[src/tcu_consts.svh]
`ifndef TCU_CONSTS_SVH
`define TCU_CONSTS_SVH

// ****************************************************************
// register byte addresses
// ****************************************************************
`define TCU_ADDR_MODE       32'hFFFB_0000
`define TCU_ADDR_TRIGGER    32'hFFFB_0004
`define TCU_ADDR_TOUCH_CFG  32'hFFFB_000C
`define TCU_ADDR_XPOS       32'hFFFB_0050
`define TCU_ADDR_PRESS_ONE  32'hFFFB_0054
`define TCU_ADDR_PRESS_TWO  32'hFFFB_0058
`define TCU_ADDR_SWITCH     32'hFFFB_0060
`define TCU_ADDR_GUARD_MODE 32'hFFFB_00E4
`define TCU_ADDR_GUARD_STAT 32'hFFFB_00E8
`define TCU_ADDR_IRQ_STAT   32'hFFFB_00F0
`define TCU_ADDR_IRQ_EN     32'hFFFB_00F4
`define TCU_ADDR_IRQ_CLR    32'hFFFB_00F8

// ****************************************************************
// fields and reset values
// ****************************************************************
`define TCU_RES_W           10
`define TCU_CHAN_N          3
`define TCU_SW_W            4
`define TCU_GUARD_KEY       24'h54_5341
`define TCU_GUARD_KEY_LSB   8
`define TCU_GUARD_EN_BIT    0
`define TCU_PRESS_EN_BIT    0
`define TCU_ST_DONE_LSB     0
`define TCU_ST_OVR_LSB      3
`define TCU_ST_VIOL_BIT     6
`define TCU_ST_W            7
`define TCU_OFS_KEEP_W      16
`define TCU_REG_RESET       32'h0000_0000
`define TCU_RESP_OKAY       2'h0
`define TCU_RESP_SLVERR     2'h2

`endif

[src/tcu_pkg.sv]
`include "tcu_consts.svh"

package tcu_pkg;

    // one conversion result offered by the sequencer
    typedef struct packed {
        logic                  valid;
        logic [`TCU_RES_W-1:0] data;
    } tcu_result_t;

    // per channel sticky flags
    typedef struct packed {
        logic overrun;
        logic done;
    } tcu_chan_flags_t;

endpackage

[src/tcu_result_chan.sv]
`timescale 1ns/10ps
`default_nettype none
`include "tcu_consts.svh"

module tcu_result_chan (
    // clock and reset
    input  wire logic                    clk_i,
    input  wire logic                    rst_n_i,
    // converter side
    input  wire tcu_pkg::tcu_result_t    result_i,
    input  wire logic                    press_en_i,
    // register side
    input  wire logic                    read_i,
    input  wire logic                    clr_done_i,
    input  wire logic                    clr_ovr_i,
    output logic [`TCU_RES_W-1:0]        data_o,
    output tcu_pkg::tcu_chan_flags_t     flags_o
);

    logic unread;

    // ****************************************************************
    // result hold, done and overrun
    // ****************************************************************
    // a read in the same cycle as a new result consumes the old one
    wire next_unread  = result_i.valid | (unread & ~read_i);
    wire ovr_event    = result_i.valid & unread & ~read_i;
    // done is forced low while pressure measurement is off
    wire next_done    = press_en_i &
                        (result_i.valid | (flags_o.done & ~clr_done_i));
    // set wins over clear
    wire next_overrun = ovr_event | (flags_o.overrun & ~clr_ovr_i);

    always_ff @(posedge clk_i or negedge rst_n_i) begin
        if (!rst_n_i) begin
            data_o  <= '0;
            unread  <= 1'b0;
            flags_o <= '0;
        end else begin
            if (result_i.valid) begin
                data_o <= result_i.data;
            end
            unread          <= next_unread;
            flags_o.done    <= next_done;
            flags_o.overrun <= next_overrun;
        end
    end

endmodule

`default_nettype wire

[src/tcu_touch_unit.sv]
// Added by the designer: the AXI4-Lite interface to the registers.
`timescale 1ns/10ps
`default_nettype none
`include "tcu_consts.svh"

// Contract
// - x position result read-only, 10 low bits
// - pressure one result read-only, 10 low bits
// - pressure two result read-only, 10 low bits
// - bits 0-3 close x+/x-/y+/y- switches
// - enable bit one with key enables guard
// - enable bit zero with key disables guard
// - guarded: mode, trigger, touch config writes refused
// - guard status bit 0 shows guard state
// - refused write offset low 16 bits captured in status 23:8, bits 31:24 read zero
// - x done set only with pressure enabled
// - x overrun when new result precedes read
module tcu_touch_unit (
    // clock and reset
    input  wire logic                 SYS_CLK_I,
    input  wire logic                 RST_N_I,
    // axi4-lite write address
    input  wire logic [31:0]          S_AXI_AWADDR_I,
    input  wire logic                 S_AXI_AWVALID_I,
    output logic                      S_AXI_AWREADY_O,
    // axi4-lite write data
    input  wire logic [31:0]          S_AXI_WDATA_I,
    input  wire logic [3:0]           S_AXI_WSTRB_I,
    input  wire logic                 S_AXI_WVALID_I,
    output logic                      S_AXI_WREADY_O,
    // axi4-lite write response
    output logic [1:0]                S_AXI_BRESP_O,
    output logic                      S_AXI_BVALID_O,
    input  wire logic                 S_AXI_BREADY_I,
    // axi4-lite read address
    input  wire logic [31:0]          S_AXI_ARADDR_I,
    input  wire logic                 S_AXI_ARVALID_I,
    output logic                      S_AXI_ARREADY_O,
    // axi4-lite read data
    output logic [31:0]               S_AXI_RDATA_O,
    output logic [1:0]                S_AXI_RRESP_O,
    output logic                      S_AXI_RVALID_O,
    input  wire logic                 S_AXI_RREADY_I,
    // conversion sequencer
    input  wire tcu_pkg::tcu_result_t [`TCU_CHAN_N-1:0] CONV_RESULT_I,
    input  wire logic [`TCU_SW_W-1:0] SWITCH_CMD_I,
    output logic [31:0]               MODE_O,
    output logic [31:0]               TRIGGER_O,
    output logic [31:0]               TOUCH_CFG_O,
    // panel switches
    output logic                      X_PLUS_SWITCH_O,
    output logic                      X_MINUS_SWITCH_O,
    output logic                      Y_PLUS_SWITCH_O,
    output logic                      Y_MINUS_SWITCH_O,
    // interrupt
    output logic                      IRQ_O
);

    // ****************************************************************
    // declarations
    // ****************************************************************
    logic                          aw_full;
    logic                          w_full;
    logic [31:0]                   aw_addr;
    logic [31:0]                   w_data;
    logic [3:0]                    w_strb;
    logic                          awready;
    logic                          wready;
    logic                          bvalid;
    logic [1:0]                    bresp;
    logic                          arready;
    logic                          rvalid;
    logic [1:0]                    rresp;
    logic [31:0]                   rdata;

    logic [31:0]                   mode_reg;
    logic [31:0]                   trigger_reg;
    logic [31:0]                   touch_cfg;
    logic                          guard_on;
    logic [23:0]                   offset_err;
    logic                          viol_flag;
    logic [`TCU_ST_W-1:0]          irq_en;
    logic [`TCU_SW_W-1:0]          switch_cmd;
    logic                          irq;

    logic [`TCU_CHAN_N-1:0][`TCU_RES_W-1:0] chan_data;
    tcu_pkg::tcu_chan_flags_t [`TCU_CHAN_N-1:0] chan_flags;
    logic [`TCU_CHAN_N-1:0]        chan_done;
    logic [`TCU_CHAN_N-1:0]        chan_ovr;
    logic [`TCU_CHAN_N-1:0]        rd_pulse;

    // ****************************************************************
    // byte strobe merge
    // ****************************************************************
    function automatic logic [31:0] merge_bytes(
        input logic [31:0] old_val,
        input logic [31:0] new_val,
        input logic [3:0]  strb
    );
        logic [31:0] res;
        res = old_val;
        for (int b = 0; b < 4; b++) begin
            if (strb[b]) begin
                res[8*b +: 8] = new_val[8*b +: 8];
            end
        end
        return res;
    endfunction

    // ****************************************************************
    // write decode
    // ****************************************************************
    // one write at a time: both halves held and no response pending
    wire wr_go          = aw_full & w_full & ~bvalid;
    wire hit_mode       = aw_addr == `TCU_ADDR_MODE;
    wire hit_trigger    = aw_addr == `TCU_ADDR_TRIGGER;
    wire hit_touch_cfg  = aw_addr == `TCU_ADDR_TOUCH_CFG;
    wire hit_guard_mode = aw_addr == `TCU_ADDR_GUARD_MODE;
    wire hit_irq_en     = aw_addr == `TCU_ADDR_IRQ_EN;
    wire hit_irq_clr    = aw_addr == `TCU_ADDR_IRQ_CLR;
    wire hit_ro         = (aw_addr == `TCU_ADDR_XPOS)      |
                          (aw_addr == `TCU_ADDR_PRESS_ONE) |
                          (aw_addr == `TCU_ADDR_PRESS_TWO) |
                          (aw_addr == `TCU_ADDR_SWITCH)    |
                          (aw_addr == `TCU_ADDR_GUARD_STAT)|
                          (aw_addr == `TCU_ADDR_IRQ_STAT);
    wire hit_guarded    = hit_mode | hit_trigger | hit_touch_cfg;
    wire wr_mapped      = hit_guarded | hit_guard_mode | hit_irq_en |
                          hit_irq_clr | hit_ro;

    // key must match in full; partial writes cannot carry it
    wire key_ok         = (w_data[31:`TCU_GUARD_KEY_LSB] ==
                           `TCU_GUARD_KEY) & (&w_strb);
    wire guard_wr       = wr_go & hit_guard_mode & key_ok;
    wire guarded_ok     = wr_go & hit_guarded & ~guard_on;
    wire refused        = wr_go & hit_guarded & guard_on;
    wire mode_wr        = guarded_ok & hit_mode;
    wire trigger_wr     = guarded_ok & hit_trigger;
    wire touch_cfg_wr   = guarded_ok & hit_touch_cfg;
    wire irq_en_wr      = wr_go & hit_irq_en;
    wire [`TCU_ST_W-1:0] clr_vec =
        (wr_go & hit_irq_clr) ? w_data[`TCU_ST_W-1:0] : '0;
    wire [23:0] refused_ofs = {{(24-`TCU_OFS_KEEP_W){1'b0}},
                               aw_addr[`TCU_OFS_KEEP_W-1:0]};
    wire [1:0] next_bresp = wr_mapped ? `TCU_RESP_OKAY
                                      : `TCU_RESP_SLVERR;

    // ****************************************************************
    // read decode
    // ****************************************************************
    wire rd_go          = S_AXI_ARVALID_I & arready;
    wire rd_xpos        = S_AXI_ARADDR_I == `TCU_ADDR_XPOS;
    wire rd_press_one   = S_AXI_ARADDR_I == `TCU_ADDR_PRESS_ONE;
    wire rd_press_two   = S_AXI_ARADDR_I == `TCU_ADDR_PRESS_TWO;
    wire rd_switch      = S_AXI_ARADDR_I == `TCU_ADDR_SWITCH;
    wire rd_mode        = S_AXI_ARADDR_I == `TCU_ADDR_MODE;
    wire rd_trigger     = S_AXI_ARADDR_I == `TCU_ADDR_TRIGGER;
    wire rd_touch_cfg   = S_AXI_ARADDR_I == `TCU_ADDR_TOUCH_CFG;
    wire rd_guard_mode  = S_AXI_ARADDR_I == `TCU_ADDR_GUARD_MODE;
    wire rd_guard_stat  = S_AXI_ARADDR_I == `TCU_ADDR_GUARD_STAT;
    wire rd_irq_stat    = S_AXI_ARADDR_I == `TCU_ADDR_IRQ_STAT;
    wire rd_irq_en      = S_AXI_ARADDR_I == `TCU_ADDR_IRQ_EN;
    wire rd_irq_clr     = S_AXI_ARADDR_I == `TCU_ADDR_IRQ_CLR;

    assign chan_done = {chan_flags[2].done, chan_flags[1].done,
                        chan_flags[0].done};
    assign chan_ovr  = {chan_flags[2].overrun, chan_flags[1].overrun,
                        chan_flags[0].overrun};
    wire [`TCU_ST_W-1:0] irq_status = {viol_flag, chan_ovr, chan_done};

    wire [31:0] rd_res_x   = {22'h00_0000, chan_data[0]};
    wire [31:0] rd_res_one = {22'h00_0000, chan_data[1]};
    wire [31:0] rd_res_two = {22'h00_0000, chan_data[2]};
    wire [31:0] rd_sw      = {28'h000_0000, switch_cmd};
    wire [31:0] rd_gmode   = {31'h0000_0000, guard_on};
    wire [31:0] rd_gstat   = {offset_err, 7'h00, guard_on};
    wire [31:0] rd_istat   = {25'h000_0000, irq_status};
    wire [31:0] rd_ien     = {25'h000_0000, irq_en};

    wire rd_mapped = rd_xpos | rd_press_one | rd_press_two | rd_switch |
                     rd_mode | rd_trigger | rd_touch_cfg | rd_guard_mode |
                     rd_guard_stat | rd_irq_stat | rd_irq_en | rd_irq_clr;

    // clear register is write-only and reads zero
    wire [31:0] next_rdata =
        rd_xpos       ? rd_res_x    :
        rd_press_one  ? rd_res_one  :
        rd_press_two  ? rd_res_two  :
        rd_switch     ? rd_sw       :
        rd_mode       ? mode_reg    :
        rd_trigger    ? trigger_reg :
        rd_touch_cfg  ? touch_cfg   :
        rd_guard_mode ? rd_gmode    :
        rd_guard_stat ? rd_gstat    :
        rd_irq_stat   ? rd_istat    :
        rd_irq_en     ? rd_ien      : 32'h0000_0000;
    wire [1:0] next_rresp = rd_mapped ? `TCU_RESP_OKAY
                                      : `TCU_RESP_SLVERR;

    // reading a result marks it consumed for overrun tracking
    assign rd_pulse = {rd_go & rd_press_two, rd_go & rd_press_one,
                       rd_go & rd_xpos};

    // ****************************************************************
    // axi4-lite write channel
    // ****************************************************************
    always_ff @(posedge SYS_CLK_I or negedge RST_N_I) begin
        if (!RST_N_I) begin
            aw_full <= 1'b0;
            w_full  <= 1'b0;
            aw_addr <= 32'h0000_0000;
            w_data  <= 32'h0000_0000;
            w_strb  <= 4'h0;
            awready <= 1'b0;
            wready  <= 1'b0;
            bvalid  <= 1'b0;
            bresp   <= `TCU_RESP_OKAY;
        end else begin
            if (S_AXI_AWVALID_I & awready) begin
                aw_full <= 1'b1;
                aw_addr <= S_AXI_AWADDR_I;
                awready <= 1'b0;
            end else if (!aw_full && !bvalid) begin
                awready <= 1'b1;
            end
            if (S_AXI_WVALID_I & wready) begin
                w_full <= 1'b1;
                w_data <= S_AXI_WDATA_I;
                w_strb <= S_AXI_WSTRB_I;
                wready <= 1'b0;
            end else if (!w_full && !bvalid) begin
                wready <= 1'b1;
            end
            if (wr_go) begin
                aw_full <= 1'b0;
                w_full  <= 1'b0;
                bvalid  <= 1'b1;
                bresp   <= next_bresp;
            end else if (bvalid & S_AXI_BREADY_I) begin
                bvalid  <= 1'b0;
            end
        end
    end

    // ****************************************************************
    // axi4-lite read channel
    // ****************************************************************
    always_ff @(posedge SYS_CLK_I or negedge RST_N_I) begin
        if (!RST_N_I) begin
            arready <= 1'b0;
            rvalid  <= 1'b0;
            rresp   <= `TCU_RESP_OKAY;
            rdata   <= 32'h0000_0000;
        end else if (rd_go) begin
            arready <= 1'b0;
            rvalid  <= 1'b1;
            rresp   <= next_rresp;
            rdata   <= next_rdata;
        end else if (rvalid & S_AXI_RREADY_I) begin
            rvalid  <= 1'b0;
            arready <= 1'b1;
        end else if (!rvalid) begin
            arready <= 1'b1;
        end
    end

    // ****************************************************************
    // guarded configuration registers
    // ****************************************************************
    always_ff @(posedge SYS_CLK_I or negedge RST_N_I) begin
        if (!RST_N_I) begin
            mode_reg    <= `TCU_REG_RESET;
            trigger_reg <= `TCU_REG_RESET;
            touch_cfg   <= `TCU_REG_RESET;
        end else begin
            if (mode_wr) begin
                mode_reg <= merge_bytes(mode_reg, w_data, w_strb);
            end
            if (trigger_wr) begin
                trigger_reg <= merge_bytes(trigger_reg, w_data, w_strb);
            end
            if (touch_cfg_wr) begin
                touch_cfg <= merge_bytes(touch_cfg, w_data, w_strb);
            end
        end
    end

    // ****************************************************************
    // write guard
    // ****************************************************************
    // set wins over clear for the violation flag
    wire next_viol = refused |
                     (viol_flag & ~clr_vec[`TCU_ST_VIOL_BIT]);

    always_ff @(posedge SYS_CLK_I or negedge RST_N_I) begin
        if (!RST_N_I) begin
            guard_on   <= 1'b0;
            offset_err <= 24'h00_0000;
            viol_flag  <= 1'b0;
        end else begin
            if (guard_wr) begin
                guard_on <= w_data[`TCU_GUARD_EN_BIT];
            end
            if (refused) begin
                offset_err <= refused_ofs;
            end
            viol_flag <= next_viol;
        end
    end

    // ****************************************************************
    // result channels
    // ****************************************************************
    wire press_en = touch_cfg[`TCU_PRESS_EN_BIT];

    for (genvar c = 0; c < `TCU_CHAN_N; c++) begin : g_chan
        tcu_result_chan u_chan (
            .clk_i      (SYS_CLK_I),
            .rst_n_i    (RST_N_I),
            .result_i   (CONV_RESULT_I[c]),
            .press_en_i (press_en),
            .read_i     (rd_pulse[c]),
            .clr_done_i (clr_vec[`TCU_ST_DONE_LSB + c]),
            .clr_ovr_i  (clr_vec[`TCU_ST_OVR_LSB + c]),
            .data_o     (chan_data[c]),
            .flags_o    (chan_flags[c])
        );
    end

    // ****************************************************************
    // switches and interrupt
    // ****************************************************************
    always_ff @(posedge SYS_CLK_I or negedge RST_N_I) begin
        if (!RST_N_I) begin
            switch_cmd <= '0;
            irq_en     <= '0;
            irq        <= 1'b0;
        end else begin
            switch_cmd <= SWITCH_CMD_I;
            if (irq_en_wr) begin
                irq_en <= w_data[`TCU_ST_W-1:0];
            end
            // one cycle behind the flags, keeps the output a flop
            irq <= |(irq_status & irq_en);
        end
    end

    // ****************************************************************
    // outputs
    // ****************************************************************
    assign S_AXI_AWREADY_O  = awready;
    assign S_AXI_WREADY_O   = wready;
    assign S_AXI_BVALID_O   = bvalid;
    assign S_AXI_BRESP_O    = bresp;
    assign S_AXI_ARREADY_O  = arready;
    assign S_AXI_RVALID_O   = rvalid;
    assign S_AXI_RRESP_O    = rresp;
    assign S_AXI_RDATA_O    = rdata;
    assign MODE_O           = mode_reg;
    assign TRIGGER_O        = trigger_reg;
    assign TOUCH_CFG_O      = touch_cfg;
    assign X_PLUS_SWITCH_O  = switch_cmd[0];
    assign X_MINUS_SWITCH_O = switch_cmd[1];
    assign Y_PLUS_SWITCH_O  = switch_cmd[2];
    assign Y_MINUS_SWITCH_O = switch_cmd[3];
    assign IRQ_O            = irq;

endmodule

`default_nettype wire

[config.mk]
export PLATFORM = sky130hd
export DESIGN_NAME = tcu_touch_unit
export DESIGN_NICKNAME = d
export VERILOG_FILES = /design/src/tcu_pkg.sv /design/src/tcu_result_chan.sv /design/src/tcu_touch_unit.sv
export VERILOG_INCLUDE_DIRS = /design/src
export SDC_FILE = /design/constraint.sdc
export NUM_CORES = 1
export LEC_CHECK = 0
export ABC_AREA = 1
export BUFFER_PORTS_ARGS = -buffer_cell sky130_fd_sc_hd__buf_4
export CAP_MARGIN = 10
export CORE_MARGIN = 4
export CORE_UTILIZATION = 25
export CTS_BUF_LIST = sky130_fd_sc_hd__clkbuf_8 sky130_fd_sc_hd__clkbuf_16
export DETAILED_ROUTE_END_ITERATION = 10
export MAX_ROUTING_LAYER = met4
export PLACE_DENSITY = 0.55
export SLEW_MARGIN = 5
export SYNTH_ARGS = -nofsm -noshare
export SYNTH_HDL_FRONTEND = slang
export SYNTH_SLANG_ARGS = --single-unit
export TNS_END_PERCENT = 1
[constraint.sdc]
create_clock -name SYS_CLK_I -period 1.6 [get_ports SYS_CLK_I]
set_input_delay 0.16 -clock SYS_CLK_I [delete_from_list [all_inputs] [get_ports SYS_CLK_I]]
set_output_delay 0.16 -clock SYS_CLK_I [all_outputs]
set_load 0.02 [all_outputs]
==> reports/results.tsv <==
metric	value	unit
register area share after synthesis	56.0	%
Top FF cell, synth	dfrtp_1	
EDFF count, synth	0	
Synth Register Bits	274	
min-delay src	CONV_RESULT_I[32]	
fmax	506	MHz
Routed WL per cell	16.7	um
failing checks	negative setup slack	
CTS root buffer	clkbuf_16	
die area	0.0526	mm^2
H-Tree Level Count	2	
worst slack at placement	-0.609	ns
routed vias/inst	4.45	
GR Overflow Total	0	
RSZ-0062 raised after global routing	yes	
Hold Path Class	input pin to flip-flop	
die height	229	um
R2R Path End	MODE_O[12]$_DFFE_PN0P_	
Netlist Area Pre-Place	0.0122	mm^2
Post-Syn Instances	1478	
Area Overhead vs Synth	55.4	%
Worst R2R Setup Slack	-0.38	ns
VDD IR max	0.000649	V
period utilization	124	%
GRT Util Overall	17.1	%
Syn. warnings	0	
CTS buffer count	35	
core area	0.0480	mm^2
Worst Reg-to-Reg Cells	12	
min Tclk post-route	1.98	ns
kind of critical path	flip-flop to flip-flop	
Post-Syn Area per Cell	8.28	um^2
worst setup margin	-0.378	ns
largest net degree at the start of global routing	55	
maximum clock path buffer count	3	
top cell type's share of synthesized area	56.0	%
die width	229	um
Non-Filler Instances	2656	
Clock transition at path regs	0.06	ns
R2R Path Start	aw_addr[21]$_DFFE_PN0P_	
post-synth top area cell	dfrtp_1	
Clock Skews	0.0170	ns
fin nets	2160	
initial antenna violation count	0	
hold path depth	4	
initial core utilization	25.5	%
first-pass GRT wire length	68.9	mm
CP Launch Type	flip-flop	
largest cells by area after synthesis	dfrtp_1 (56%), nand2_1 (14%), o21ai_0 (5.8%), inv_1 (5.6%), nor2_1 (3.4%)	
n_diodes	0	
CP Capture Type	flip-flop	
clk_lat worst skew	0.55	ns
Worst EP required	2.02	ns
CP max FO	16	
hold path endpoint	g_chan[2].u_chan.data_o[9]$_DFFE_PN0P_	
Slew Viols, Final	0	
Post-synth ARST share	100	%
critical-path cell list	nand2_2 > nor2_4 > nand4_1 > nor2_2 > nand4_1 > nor2_2 > nand3_2 > inv_4 > nand2_2 > buf_12 > nand2_1 > o21ai_1	
Cell Count Post-Placement	2459	
DP HPWL	32.9	mm
number of core rows	80	
crit path DAT	2.40	ns
Detail Route Antenna Nets	0	
pwr dens	1120	mW/mm^2
DRC errors left	0	
CTS tree	yes	
crit path max-delay cell type	dfrtp_1	
DRT Pass-1 Iters	5	
Vias	11817	
most frequent cells after synthesis	nand2_1 (443), dfrtp_1 (274), inv_1 (182), o21ai_0 (141), nor2_1 (112)	
GPL Wtd Cong	0.868	
Crit path largest cell delay	0.36	ns
status	finished with violations	
clk sinks	274	
Final setup viols	127	
Iter 0 DRT Violations	916	
share of post-route cells with drive strength above 1	28.3	%
vias in the first global route	12043	
Routed Wire Length	44.4	mm
Yosys cell types	42	
max_cap viols	0	
final hold vios	0	
Pwr Total	0.0214	W
most common cell in the synthesized netlist	nand2_1	
# port buffers	283	
static leakage power	9.83	nW
IO Count	286	
## state kept, by name (all words and copies together) (netlist names), 4 cells and up
name and flops:
MODE_O 32, S_AXI_RDATA_O 32, TOUCH_CFG_O 32, TRIGGER_O 32
aw_addr 32, g_chan.u_chan.data_o 30, g_chan.u_chan.flags_o 6, irq_en 7
offset_err 16, switch_cmd 4, w_data 32, w_strb 4
## final cells by class
cell class / count / area [um^2]
timing repair buffer: 553 / 4780
fill: 4855 / 29000
inverter: 192 / 734
tap: 615 / 769
sequential: 274 / 6860
clock buffer: 40 / 945
clock inverter: 22 / 263
multi-input combinational: 960 / 4680
## per-stage QoR
stage	hold WS [ns]	area (um^2)	utilization [%]	TNS (ns)
after floorplan	-0.136	12200	-	-8.51
after global placement	0.133	16200	33.6	-56.28
after detailed placement	0.121	16200	33.6	-64.02
after CTS	0.0304	18800	39.2	-31.62
after global routing	0.0785	19000	39.6	-52.38
final	0.0597	19000	39.6	-30.31
## logic make-up after synthesis
logic type             count (synthesis)  synth area share (%)
buffers and inverters                245                  8.12
AO/OA/AOI/OAI                        271                  12.4
flip-flops                           274                  56.0
AND/OR/NAND/NOR                      687                  23.5
other                                  1                0.0306
## power breakdown
part	total, W	switching [W]	internal [W]
registers	0.00867	0.000754	0.00792
clock network	0.00833	0.00314	0.00519
logic	0.00434	0.00241	0.00193
total	0.0214	0.00631	0.0150
## worst max-delay path by stage
stage                           endpoint               startpoint
5_1_grt           MODE_O[13]$_DFFE_PN0P_  aw_addr[23]$_DFFE_PN0P_
3_3_place_gp       MODE_O[0]$_DFFE_PN0P_  aw_addr[21]$_DFFE_PN0P_
4_1_cts           MODE_O[12]$_DFFE_PN0P_  aw_addr[22]$_DFFE_PN0P_
2_1_floorplan  TRIGGER_O[11]$_DFFE_PN0P_   aw_addr[4]$_DFFE_PN0P_
6_report          MODE_O[12]$_DFFE_PN0P_  aw_addr[21]$_DFFE_PN0P_
3_5_place_dp       MODE_O[2]$_DFFE_PN0P_  aw_addr[21]$_DFFE_PN0P_
## critical path: cells and delay by family, from the launching register on
family	cells	cell delay, ns
buffers and inverters	2	0.30
flip-flops	1	0.36
AO/OA/AOI/OAI	1	0.07
AND/OR/NAND/NOR	9	1.13
## cells in the final DEF (no fill, tap or decap), types with 6 or more instances in the layout
cell           Yosys  routed
a21oi_1           32      32
a221oi_1           9       9
a22o_1            12      12
a22oi_1            6       6
buf_12             0      21
buf_4              5     394
buf_6              5       8
bufinv_16          0       6
clkbuf_16          0      35
clkinv_2           0       6
dfrtp_1          274     274
dlygate4sd3_1      0     127
inv_1            182     185
inv_2              7       8
nand2_1          443     420
nand2_2            8      23
nand3_1           43      40
nand4_1           20      20
nor2_1           112     107
nor2_2             4       7
nor3_1            36      32
nor3_2             3       7
o21ai_0          141     107
o21ai_1           52      68
o21ai_2            7      25
## routing by layer
| metal | part of all wire [%] | wire, um | track usage [%] | vias up |
|---|---|---|---|---|
| met5 | 0 | 0 | - | - |
| met4 | 3.4 | 1500 | 6.39 | 0 |
| met3 | 4.8 | 2150 | 2.58 | 72 |
| met2 | 47 | 20700 | 27.1 | 354 |
| met1 | 45 | 20100 | 22.2 | 5585 |
| li1 | - | - | - | 5806 |
## what timing repair did
item                                    in CTS  in global routing
setup buffers                                4                  3
hold buffers                               128                  0
pin swaps                                    5                  9
gates resized for setup                     56                 66
endpoints found under the setup margin     127                141
endpoints found under the hold margin      359                  0
No activity file was read; power rests on OpenSTA's default activity.
